File: config.mk
export PLATFORM = sky130hd
export DESIGN_NAME = dzc_top
export DESIGN_NICKNAME = d
export VERILOG_FILES = /design/src/verilog/dzc_pkg.sv /design/src/verilog/dzc_cal_if.sv /design/src/verilog/dzc_cal_engine.sv /design/src/verilog/dzc_top.sv
export SDC_FILE = /design/constraint.sdc
export NUM_CORES = 1
export LEC_CHECK = 0
export BUFFER_PORTS_ARGS = -buffer_cell sky130_fd_sc_hd__buf_4
export CORE_MARGIN = 2
export CORE_UTILIZATION = 56
export DETAILED_ROUTE_END_ITERATION = 16
export GPL_ROUTABILITY_DRIVEN = 0
export HOLD_SLACK_MARGIN = 0.03
export PLACE_DENSITY = 0.8
export SYNTH_ARGS = -nofsm -noshare
export SYNTH_HDL_FRONTEND = slang
export SYNTH_SLANG_ARGS = --single-unit
export TNS_END_PERCENT = 100
File: constraint.sdc
create_clock -name clk_sys -period 2.5 [get_ports clk_sys]
set_input_delay 0.375 -clock clk_sys [delete_from_list [all_inputs] [get_ports clk_sys]]
set_output_delay 0.375 -clock clk_sys [all_outputs]
set_load 0.01 [all_outputs]
File: src/verilog/dzc_pkg.sv
// Constants, encodings and types for the calibration and CA training block.
// Assumes one 200 MHz system clock samples all memory-bus pins.
package dzc_pkg;

  localparam int unsigned CA_W    = 10;
  localparam int unsigned DQ_W    = 16;
  localparam int unsigned CLK_MHZ = 200;

  // Completion times in ns; plain defaults, not device figures
  localparam int unsigned T_INIT_IMPEDANCE_CAL_NS  = 1000;
  localparam int unsigned T_LONG_IMPEDANCE_CAL_NS    = 360;
  localparam int unsigned T_SHORT_IMPEDANCE_CAL_NS    = 90;
  localparam int unsigned T_IMPEDANCE_CAL_RESET_NS = 50;

  localparam int unsigned CNT_W = 10;
  localparam logic [CNT_W-1:0] INIT_IMPEDANCE_CAL_CYC  =
    CNT_W'((T_INIT_IMPEDANCE_CAL_NS * CLK_MHZ + 999) / 1000);
  localparam logic [CNT_W-1:0] LONG_IMPEDANCE_CAL_CYC    =
    CNT_W'((T_LONG_IMPEDANCE_CAL_NS * CLK_MHZ + 999) / 1000);
  localparam logic [CNT_W-1:0] SHORT_IMPEDANCE_CAL_CYC    =
    CNT_W'((T_SHORT_IMPEDANCE_CAL_NS * CLK_MHZ + 999) / 1000);
  localparam logic [CNT_W-1:0] IMPEDANCE_CAL_RESET_CYC =
    CNT_W'((T_IMPEDANCE_CAL_RESET_NS * CLK_MHZ + 999) / 1000);

  // Command field positions
  localparam int unsigned MRW_OPC_HI = 3;
  localparam logic [3:0]  MRW_OPC    = 4'h0;

  // Mode register addresses and operands
  localparam logic [7:0] MA_TRAIN_ENTRY = 8'h29;
  localparam logic [7:0] OP_TRAIN_ENTRY = 8'hA4;
  localparam logic [7:0] MA_TRAIN_EXIT  = 8'h2A;
  localparam logic [7:0] OP_TRAIN_EXIT  = 8'hA8;
  localparam logic [7:0] MA_TRAIN_REMAP = 8'h30;
  localparam logic [7:0] OP_TRAIN_REMAP = 8'hC0;
  localparam logic [CA_W-1:0] CA_RESET  = 10'h3F0;

  // Calibration command address and operands; plain defaults
  localparam logic [7:0] MA_ZQ       = 8'h0A;
  localparam logic [7:0] OP_ZQ_INIT  = 8'hFF;
  localparam logic [7:0] OP_ZQ_LONG  = 8'hAB;
  localparam logic [7:0] OP_ZQ_SHORT = 8'h56;
  localparam logic [7:0] OP_ZQ_RESET = 8'hC3;

  // Primary session: bit echoed on lane pair 2i, 2i+1
  localparam int unsigned TRAIN_BIT [8] = '{0, 1, 2, 3, 5, 6, 7, 8};
  localparam int unsigned REMAP_BIT_LO  = 4;
  localparam int unsigned REMAP_BIT_HI  = 9;
  localparam int unsigned REMAP_LANE_LO = 0;
  localparam int unsigned REMAP_LANE_HI = 8;

  typedef enum logic [1:0] {
    DZC_CAL_INIT,
    DZC_CAL_LONG,
    DZC_CAL_SHORT,
    DZC_CAL_RESET
  } dzc_cal_kind_t;

  typedef enum logic [1:0] {
    DZC_TR_IDLE,
    DZC_TR_PRIMARY,
    DZC_TR_REMAP
  } dzc_train_t;

endpackage : dzc_pkg

File: src/verilog/dzc_cal_if.sv
// Carrier between command decoder and calibration engine.
// Assumes both ends run on clk_sys.
`timescale 1ns/1ps
interface dzc_cal_if;
  logic                  start;
  logic                  abort;
  dzc_pkg::dzc_cal_kind_t kind;
  logic                  busy;
  logic                  done;
  logic                  at_default;

  modport ctrl (output start, abort, kind, input busy, done, at_default);
  modport eng  (input start, abort, kind, output busy, done, at_default);
endinterface : dzc_cal_if

File: src/verilog/dzc_cal_engine.sv
// Impedance calibration engine: timer, pin enable, default flag.
// Assumes start is a one-cycle pulse from the decoder on clk_sys.
`timescale 1ns/1ps
module dzc_cal_engine (
  input  wire logic clk_sys,
  input  wire logic rst_n,
  dzc_cal_if.eng    cal,
  output logic      zq_pin_en
);

  logic [dzc_pkg::CNT_W-1:0] cnt_q;
  logic [dzc_pkg::CNT_W-1:0] load_w;
  logic                      busy_q;
  logic                      done_q;
  logic                      at_def_q;
  logic                      zq_en_q;
  dzc_pkg::dzc_cal_kind_t    kind_q;
  wire                       take_w = cal.start && !busy_q;
  wire                       last_w = busy_q && (cnt_q == '0);

  // Each kind has its own completion time
  always_comb begin
    case (cal.kind)
      dzc_pkg::DZC_CAL_INIT:  load_w = dzc_pkg::INIT_IMPEDANCE_CAL_CYC;
      dzc_pkg::DZC_CAL_LONG:  load_w = dzc_pkg::LONG_IMPEDANCE_CAL_CYC;
      dzc_pkg::DZC_CAL_SHORT: load_w = dzc_pkg::SHORT_IMPEDANCE_CAL_CYC;
      default:                load_w = dzc_pkg::IMPEDANCE_CAL_RESET_CYC;
    endcase
  end

  always_ff @(posedge clk_sys) begin
    if (!rst_n || cal.abort) begin
      cnt_q    <= '0;
      busy_q   <= 1'b0;
      done_q   <= 1'b0;
      at_def_q <= 1'b1;
      zq_en_q  <= 1'b0;
      kind_q   <= dzc_pkg::DZC_CAL_INIT;
    end else begin
      done_q <= last_w;
      if (take_w) begin
        cnt_q   <= load_w - 1'b1;
        busy_q  <= 1'b1;
        zq_en_q <= 1'b1;
        kind_q  <= cal.kind;
      end else if (last_w) begin
        busy_q   <= 1'b0;
        zq_en_q  <= 1'b0;
        at_def_q <= (kind_q == dzc_pkg::DZC_CAL_RESET);
      end else if (busy_q) begin
        cnt_q <= cnt_q - 1'b1;
      end
    end
  end

  assign cal.busy       = busy_q;
  assign cal.done       = done_q;
  assign cal.at_default = at_def_q;
  assign zq_pin_en      = zq_en_q;

endmodule : dzc_cal_engine

File: src/verilog/dzc_top.sv
// Device-side decode of reset, calibration and CA training mode writes.
// Assumes controller keeps its own sequencing duties; link pins are
// asynchronous to clk_sys and are sampled here.
`timescale 1ns/1ps
module dzc_top (
  input  wire logic                      clk_sys,
  input  wire logic                      rst_n,
  input  wire logic                      diff_clock_true,
  input  wire logic                      cs_n,
  input  wire logic                      cke,
  input  wire logic [dzc_pkg::CA_W-1:0]  cmd_addr_bus,
  input  wire logic                      banks_open,
  output logic      [dzc_pkg::DQ_W-1:0]  dq_o,
  output logic      [dzc_pkg::DQ_W-1:0]  dq_oe,
  output logic                           dqs_o,
  output logic                           dqs_oe,
  output logic                           impedance_ref_pin_en,
  output logic                           cal_busy,
  output logic                           cal_at_default,
  output logic                           training_active,
  output logic                           training_remap,
  output logic                           mode_regs_reset,
  output logic                           illegal_cmd
);

  localparam int unsigned CW = dzc_pkg::CA_W;
  localparam int unsigned DW = dzc_pkg::DQ_W;

  // Two-stage synchronisers, plus a third clock stage for edge detection; stage one feeds stage two only
  logic          ck_s1_q, ck_s2_q, ck_s3_q;
  logic          cs_s1_q, cs_s2_q;
  logic          cke_s1_q, cke_s2_q;
  logic [CW-1:0] ca_s1_q, ca_s2_q;

  always_ff @(posedge clk_sys) begin
    if (!rst_n) begin
      ck_s1_q  <= 1'b0;
      ck_s2_q  <= 1'b0;
      ck_s3_q  <= 1'b0;
      cs_s1_q  <= 1'b1;
      cs_s2_q  <= 1'b1;
      cke_s1_q <= 1'b0;
      cke_s2_q <= 1'b0;
      ca_s1_q  <= '0;
      ca_s2_q  <= '0;
    end else begin
      ck_s1_q  <= diff_clock_true;
      ck_s2_q  <= ck_s1_q;
      ck_s3_q  <= ck_s2_q;
      cs_s1_q  <= cs_n;
      cs_s2_q  <= cs_s1_q;
      cke_s1_q <= cke;
      cke_s2_q <= cke_s1_q;
      ca_s1_q  <= cmd_addr_bus;
      ca_s2_q  <= ca_s1_q;
    end
  end

  // Irregular link periods are harmless: only edges matter
  wire rise_w = ck_s2_q && !ck_s3_q;
  wire fall_w = !ck_s2_q && ck_s3_q;

  // Rising-edge half of a command, completed at the falling edge
  logic [CW-1:0] ca_r_q;
  logic          cs_r_q;
  logic          cke_r_q;

  always_ff @(posedge clk_sys) begin
    if (!rst_n) begin
      ca_r_q  <= '0;
      cs_r_q  <= 1'b1;
      cke_r_q <= 1'b0;
    end else if (rise_w) begin
      ca_r_q  <= ca_s2_q;
      cs_r_q  <= cs_s2_q;
      cke_r_q <= cke_s2_q;
    end
  end

  // Command decode on the falling edge
  wire [CW-1:0] ca_f_w = ca_s2_q;
  wire          mrw_w  = fall_w && !cs_r_q &&
                 (ca_r_q[dzc_pkg::MRW_OPC_HI:0] == dzc_pkg::MRW_OPC);
  wire [7:0]    ma_w   = {ca_f_w[1:0], ca_r_q[9:4]};
  wire [7:0]    op_w   = ca_f_w[9:2];

  // Second edge is don't-care for the reset form
  wire is_reset_w = mrw_w && (ca_r_q == dzc_pkg::CA_RESET);
  // Same value on both edges, so no CA deskew needed
  wire is_entry_w = mrw_w && (ma_w == dzc_pkg::MA_TRAIN_ENTRY) &&
                    (op_w == dzc_pkg::OP_TRAIN_ENTRY);
  wire is_exit_w  = mrw_w && (ma_w == dzc_pkg::MA_TRAIN_EXIT) &&
                    (op_w == dzc_pkg::OP_TRAIN_EXIT);
  wire is_remap_w = mrw_w && (ma_w == dzc_pkg::MA_TRAIN_REMAP) &&
                    (op_w == dzc_pkg::OP_TRAIN_REMAP);
  wire op_init_w  = op_w == dzc_pkg::OP_ZQ_INIT;
  wire op_long_w  = op_w == dzc_pkg::OP_ZQ_LONG;
  wire op_short_w = op_w == dzc_pkg::OP_ZQ_SHORT;
  wire op_zrst_w  = op_w == dzc_pkg::OP_ZQ_RESET;
  wire is_zq_w    = mrw_w && (ma_w == dzc_pkg::MA_ZQ) &&
                    (op_init_w || op_long_w || op_short_w || op_zrst_w);

  dzc_cal_if cal ();

  dzc_cal_engine u_cal (
    .clk_sys   (clk_sys),
    .rst_n     (rst_n),
    .cal       (cal.eng),
    .zq_pin_en (impedance_ref_pin_en)
  );

  dzc_pkg::dzc_train_t tr_q, tr_d;
  wire in_train_w = (tr_q != dzc_pkg::DZC_TR_IDLE);

  // Open banks or busy engine reject calibration untouched
  wire zq_bad_w  = is_zq_w && (banks_open || cal.busy || in_train_w);
  wire zq_go_w   = is_zq_w && !zq_bad_w;
  // Mode writes with open banks are refused outside training
  wire rst_bad_w = is_reset_w && banks_open;
  wire rst_go_w  = is_reset_w && !banks_open && !in_train_w;
  wire mrw_bad_w = mrw_w && banks_open && !in_train_w;
  // Remap needs clock enable high at its rising edge
  wire remap_ok_w = is_remap_w && cke_r_q;

  dzc_pkg::dzc_cal_kind_t kind_w;
  assign kind_w = op_init_w  ? dzc_pkg::DZC_CAL_INIT  :
                  op_long_w  ? dzc_pkg::DZC_CAL_LONG  :
                  op_short_w ? dzc_pkg::DZC_CAL_SHORT :
                               dzc_pkg::DZC_CAL_RESET;

  // Training sequence: entry, primary, remap, exit
  always_comb begin
    tr_d = tr_q;
    case (tr_q)
      dzc_pkg::DZC_TR_IDLE:
        if (is_entry_w && !banks_open && !cal.busy)
          tr_d = dzc_pkg::DZC_TR_PRIMARY;
      dzc_pkg::DZC_TR_PRIMARY: begin
        if (remap_ok_w)
          tr_d = dzc_pkg::DZC_TR_REMAP;
        else if (is_exit_w)
          tr_d = dzc_pkg::DZC_TR_IDLE;
      end
      dzc_pkg::DZC_TR_REMAP:
        if (is_exit_w)
          tr_d = dzc_pkg::DZC_TR_IDLE;
      default:
        tr_d = dzc_pkg::DZC_TR_IDLE;
    endcase
  end

  // Echo lanes; entry, exit and accepted remap writes are not echoed
  wire          echo_w = fall_w && in_train_w && !is_exit_w &&
                         !remap_ok_w && !is_entry_w;
  logic [DW-1:0] prim_w;
  logic [DW-1:0] remap_w;

  genvar gi;
  generate
    for (gi = 0; gi < 8; gi++) begin : g_lane
      assign prim_w[2*gi]   = ca_r_q[dzc_pkg::TRAIN_BIT[gi]];
      assign prim_w[2*gi+1] = ca_f_w[dzc_pkg::TRAIN_BIT[gi]];
    end
  endgenerate

  // Unused lanes parked low: a valid level, never floating
  always_comb begin
    remap_w = '0;
    remap_w[dzc_pkg::REMAP_LANE_LO]   = ca_r_q[dzc_pkg::REMAP_BIT_LO];
    remap_w[dzc_pkg::REMAP_LANE_LO+1] = ca_f_w[dzc_pkg::REMAP_BIT_LO];
    remap_w[dzc_pkg::REMAP_LANE_HI]   = ca_r_q[dzc_pkg::REMAP_BIT_HI];
    remap_w[dzc_pkg::REMAP_LANE_HI+1] = ca_f_w[dzc_pkg::REMAP_BIT_HI];
  end

  logic [DW-1:0] dq_q;
  logic          dq_en_q;
  logic          mrr_q;
  logic          remap_q;
  logic          ill_q;
  logic          start_q;
  logic          abort_q;
  dzc_pkg::dzc_cal_kind_t kind_q;

  always_ff @(posedge clk_sys) begin
    if (!rst_n) begin
      tr_q <= dzc_pkg::DZC_TR_IDLE;
    end else if (rst_go_w) begin
      tr_q <= dzc_pkg::DZC_TR_IDLE;
    end else begin
      tr_q <= tr_d;
    end
  end

  always_ff @(posedge clk_sys) begin
    if (!rst_n) begin
      dq_q    <= '0;
      dq_en_q <= 1'b0;
      remap_q <= 1'b0;
    end else begin
      dq_en_q <= (tr_d != dzc_pkg::DZC_TR_IDLE) && !rst_go_w;
      remap_q <= (tr_d == dzc_pkg::DZC_TR_REMAP) && !rst_go_w;
      if (tr_d == dzc_pkg::DZC_TR_IDLE)
        dq_q <= '0;
      else if (echo_w)
        dq_q <= (tr_q == dzc_pkg::DZC_TR_REMAP) ? remap_w : prim_w;
    end
  end

  always_ff @(posedge clk_sys) begin
    if (!rst_n) begin
      mrr_q   <= 1'b0;
      ill_q   <= 1'b0;
      start_q <= 1'b0;
      abort_q <= 1'b0;
      kind_q  <= dzc_pkg::DZC_CAL_INIT;
    end else begin
      mrr_q   <= rst_go_w;
      ill_q   <= zq_bad_w || rst_bad_w || mrw_bad_w
                 || (is_remap_w && !cke_r_q);
      start_q <= zq_go_w;
      abort_q <= rst_go_w; // Reset also restores calibration default
      if (zq_go_w)
        kind_q <= kind_w;
    end
  end

  assign cal.start = start_q;
  assign cal.abort = abort_q;
  assign cal.kind  = kind_q;

  // Strobe held static and undriven through training
  assign dqs_o           = 1'b0;
  assign dqs_oe          = 1'b0;
  assign dq_o            = dq_q;
  assign dq_oe           = {DW{dq_en_q}};
  assign cal_busy        = cal.busy;
  assign cal_at_default  = cal.at_default;
  assign training_active = dq_en_q;
  assign training_remap  = remap_q;
  assign mode_regs_reset = mrr_q;
  assign illegal_cmd     = ill_q;

endmodule : dzc_top
* Word level (Yosys, flattened, before mapping)
Index checks and enable logic that the tools add are counted.
Operators by class: bitwise logic cells 2, add/subtract/negate cells 2, reduce and logical (&&, ||, !) cells 67, div/mod/pow operators 0, equality and inequality tests 19, multiplexer cells 14, shifts and indexed selects 0, multipliers 0, magnitude comparators 0
Operator list (count):
- $eq 8x8->1 const B | 6
- $logic_and 1x1->1 | 32
- $mux 10 | 3
- $eq 8x6->1 const B | 3
- $pmux 8 s3 | 1
- $mux 16 | 1
- $logic_not 1->1 | 13
- $eq 10x10->1 const B | 1
- $logic_not 10->1 | 1
- $mux 2 | 5
- $sub 10x1->10 const B | 1
- $logic_or 1x1->1 | 9
- $sub 8x1->9 const B | 1
- $eq 2x2->1 const B | 4
- $eq 8x4->1 const B | 1
- $eq 8x7->1 const B | 1
- $reduce_bool 2->1 | 4
- $logic_not 2->1 | 3
- $pmux 2 s3 | 1
- $eq 2x1->1 const B | 2
- $logic_not 4->1 | 1
- $reduce_and 2->1 | 2
- $reduce_or 2->1 | 2
- $mux 1 | 3
- 2 further kinds | 3
Storage, ports and cells: bits in writable memories 0, latch bits 0, output and inout bits 41, memories 0, ROM bits 0, register bits after elaboration 78

* Logic depth before layout (Yosys ltp)
depth after elaboration 12, mapped depth 7

* By module
Synthesis repeated with hierarchy kept, for this count alone.
Second synthesis, totals: cells, all modules 389, area, all modules 3519.6 um2
By module, submodules not included:
- dzc_top | instances 1, cells an instance 290, sequential area each 1281.2 um2, area an instance 2700.1 um2
- dzc_cal_engine | instances 1, cells an instance 99, sequential area each 300.3 um2, area an instance 819.5 um2

* Worst setup path before layout
OpenSTA, ideal clock, no wires.
path type register to register, from reg u_cal.cnt_q[0] in the netlist's numbering, to reg u_cal.at_def_q, in the netlist u_cal.cal.at_default, slack 0.571 ns, required time 2.378 ns, cell stages (with the launch flop) 8, data arrival time 1.807 ns, path buffers 0, period minus slack after synthesis 1.929 ns, cell sequence dfxtp_1 inv_1 ha_1 or3b_2 nor4_4 and2_4 nor2b_1 a311o_1
On the way: cells in the longest elaborated chain, start to end 3
RTL lines:
- from (decl) | RTL line dzc_cal_engine.sv:11 | logic [dzc_pkg::CNT_W-1:0] cnt_q;
- from (signal assigned) | RTL line dzc_cal_engine.sv:42 | cnt_q <= load_w - 1'b1;
- from (signal assigned) | RTL line dzc_cal_engine.sv:51 | cnt_q <= cnt_q - 1'b1;
- $logic_not 10->1 | RTL line dzc_cal_engine.sv:19 | wire last_w = busy_q && (cnt_q == '0);
- $logic_and 1x1->1 | RTL line dzc_cal_engine.sv:19
- $reduce_and 2->1 (no source line)
- to (signal assigned) | RTL line dzc_cal_engine.sv:49 | at_def_q <= (kind_q == dzc_pkg::DZC_CAL_RESET);
- to (decl) | RTL line dzc_cal_engine.sv:15 | logic at_def_q;
No other way between the ends. A chain may end at the register's enable or synchronous reset.

* Worst setup path in the final report
from reg ca_s2_q[8], in the netlist ca_f_w[8], to reg dq_q[11], in the netlist dq_o[11]
On the way: cells in the longest elaborated chain, start to end 8, elaborated cells on any way between the ends 21, those cells by class 3 x eq/ne; 4 x mux; 14 x reduce/logical
RTL lines:
- from (decl) | RTL line dzc_top.sv:33 | logic [CW-1:0] ca_s1_q, ca_s2_q;
- from (signal assigned) | RTL line dzc_top.sv:55 | ca_s2_q <= ca_s1_q;
- $eq 8x8->1 | RTL line dzc_top.sv:91 | (op_w == dzc_pkg::OP_TRAIN_ENTRY);
- $logic_and 1x1->1 | RTL line dzc_top.sv:90 | wire is_entry_w = mrw_w && (ma_w == dzc_pkg::MA_TRAIN_ENTRY) &&
- $logic_and 1x1->1 (2 in series) | RTL line dzc_top.sv:136 | if (is_entry_w && !banks_open && !cal.busy)
- $mux 2 | RTL line dzc_top.sv:136
- $pmux 2 s3 | RTL line dzc_top.sv:134 | case (tr_q)
- $logic_not 2->1 | RTL line dzc_top.sv:202 | if (tr_d == dzc_pkg::DZC_TR_IDLE)
- $reduce_or 2->1 (no source line)
- to (signal assigned) | RTL line dzc_top.sv:205 | dq_q <= (tr_q == dzc_pkg::DZC_TR_REMAP) ? remap_w : prim_w;
- to (decl) | RTL line dzc_top.sv:175 | logic [DW-1:0] dq_q;
Several ways; a longest one is shown, not always the timed one.

==> metrics.txt <==
vias in the first global route approximately 2.6k; initial antenna violation count 0; CP max stage delay 870 ps; final core occ between 60 and 70%; Sw Ratio between 20% and 30%; via count between 2k and 3k; flops & latches, synth just under 80; Worst EP required 2760 ps; Overall Global Routing Usage a little over a fifth; Tightest Pin Transition around 1100 ps; clock share of power between 30% and 40%; max-cap viol count 0; CORE AREA around 6000 um2; wire per inst about 15 um; Setup Skew between 9 and 10 ps; Slew HR 26.3%; ordered list of cells on the worst path nand4bb_1 > nor4b_4 > a21boi_1 > nand4_1 > a22oi_1; DRC 0; clk slew on worst S/H paths 70 ps; htree depth 3; Reg2Reg Setup Slack 260 ps; Peak VDD IR between 0.4 and 0.5 mV; number of port buffers 54; Warnings, synthesis 0; Die Ht between 80 and 90 um; Crit path depth 5; Reg power frac 59.2%; Highest Clock Rate between 400 and 500 MHz; antenna-violating nets left 0; Buf/Inv on CP 0; HPWL Detailed around 5200 um; Max Slew Vio Count 0; Area Growth Syn to Fin 13.3%; Power Internal about 1.7 mW; CTS sink cnt 78; combinational power share about 3.6%; CTS tree done; first-pass GRT wire length between 10000 and 15000 um; Hold Crit Class input pin to flop; setup repair bufs after CTS 0; Mapped Cells approximately 380; Post-synth ARST share 0%; Placed Instance Area 3810 um2; I/O Pins 57; post-route cell area 3970 um2; crit share post-route between 80 and 90%; Main synth FF type dfxtp_1; PnR Total Power 2.17 mW; die area 6910 um2; startpoint types flop; Initial Util between 50% and 60%; power density cells between 500 and 600 nW/um2; R2R Path End dq_o[11]; clk buf depth 2; Leakage 1.51 nW; Final Setup Violations 0; register area share after synthesis between 40% and 50%; final net count 429; CP Max Fanout 16; status complete, no violations; drt via density just under 6; worst-case reg-to-reg path depth 5; DR iter-0 viols about 220; row count 28; cell family with the largest share of critical-path delay compound AO/OA/AOI/OAI gates; largest net degree at the start of global routing 37; leading cell type in the layout, fill and taps excluded dfxtp_1; Slowest-stage cell, CP a21boi_1; pre-CTS WS 323 ps; DIE WIDTH between 80 and 90 um; RSZ-0062 raised after global routing no; later-pin clock latency in the skew report 350 ps; min-delay src cs_n; most frequent cells in the layout dfxtp_1 (78), buf_4 (60), nand2_1 (33); Hold Path Depth 2; post-synth cell types roughly 60; number of CTS-inserted buffers 9; Tmin final 2240 ps; Pre-Repair DR Iteration Count 4; worst min-delay path endpoint cs_s1_q; FF-to-FF Start ca_f_w[8]; Worst Path Arrival around 2500 ps; global route total overflow 0; setup TNS 0 ps; cell area after synthesis approximately 3500 um2; share of cells above drive strength 1 between 20% and 30%; Post-CTS Resized 0; Final Hold Fails 0; Post-Syn Area per Cell a little over 9 um2; Psw 466 uW; final setup margin about 260 ps; number of inserted diodes 0; final wirelength 7340 um; WS Path Type flop to flop; CTS Hold Bufs 0; root buf cell clkbuf_8; Post-synth EDFFs 0; Worst Setup End Kind flop
## per-layer routing
layer  wire, um  GRT usage [%]  up-vias
met5          0              0        -
met3        422           4.37       10
li1           -              -     1409
met2       3480           34.0       91
met1       3320           29.5     1330
met4        121           8.49        0
## how the worst max path moves through the flow
stage,start,endpoint
after CTS,ca_r_q[7],dq_o[1]
after floorplan,u_cal.cnt_q[0],u_cal.cal.at_default
final,ca_f_w[8],dq_o[11]
after detailed placement,ca_r_q[7],dq_o[1]
after global routing,ca_r_q[7],dq_o[10]
after global placement,ca_r_q[3],dq_o[9]
## synth_stat cells (5+ instances only)
master	n	area share, %
nand2b_1	10	1.8
and2_1	27	4.8
nor3b_1	5	1.1
a22oi_1	12	2.6
nor4_1	6	1.1
o21ai_0	16	2.3
clkbuf_1	14	1.5
mux2i_1	6	1.7
a21oi_1	28	4.0
nand4_1	16	2.9
buf_4	20	4.3
nor3_1	9	1.3
nand2_1	33	3.5
dfxtp_1	78	45
inv_1	7	0.75
nor2_1	11	1.2
## per-stage QoR
| step | std cells | hold WS, ps |
|---|---|---|
| after floorplan | 380 | 386 |
| after global routing | 488 | 202 |
| after detailed placement | 475 | 396 |
| final | 488 | 209 |
| after global placement | 475 | 391 |
| after CTS | 488 | 205 |
## area by class of cell
type | instances | area, um2
sequential | 78 | 1560
timing repair buffer | 60 | 450
inverter | 7 | 26.3
clock buffer | 12 | 155
multi-input combinational | 255 | 1680
tap | 75 | 93.8
clock inverter | 1 | 7.51
fill | 491 | 2020
## registers in the layout, indices dropped and copies added (netlist names), 2 cells and up
| name | count |
|---|---|
| dq_o | 16 |
| cal.kind | 2 |
| u_cal.kind_q | 2 |
| ca_r_q | 10 |
| ca_s1_q | 10 |
| tr_q | 2 |
| u_cal.cnt_q | 10 |
| ca_f_w | 10 |
## cell families after synthesis
logic type,after synthesis,share of synthesized area (%)
buffers and inverters,47,7.71
adders and majority gates,2,0.714
other,1,0.107
muxes,6,1.71
AOI/OAI and AO/OA,83,16.1
DFF,78,44.5
xor gates and xnor gates,4,0.999
and+or+nand+nor,158,28.2
## power by group through the flow
stage	clock, mW	combinational, mW	sequential [mW]
after floorplan	0	0.0534	1.30
after global placement	0	0.0786	1.31
after detailed placement	0	0.0790	1.31
after CTS	0.817	0.0792	1.28
after global routing	0.876	0.0878	1.29
final	0.806	0.0788	1.28
Power figures use the tool's default switching activity.
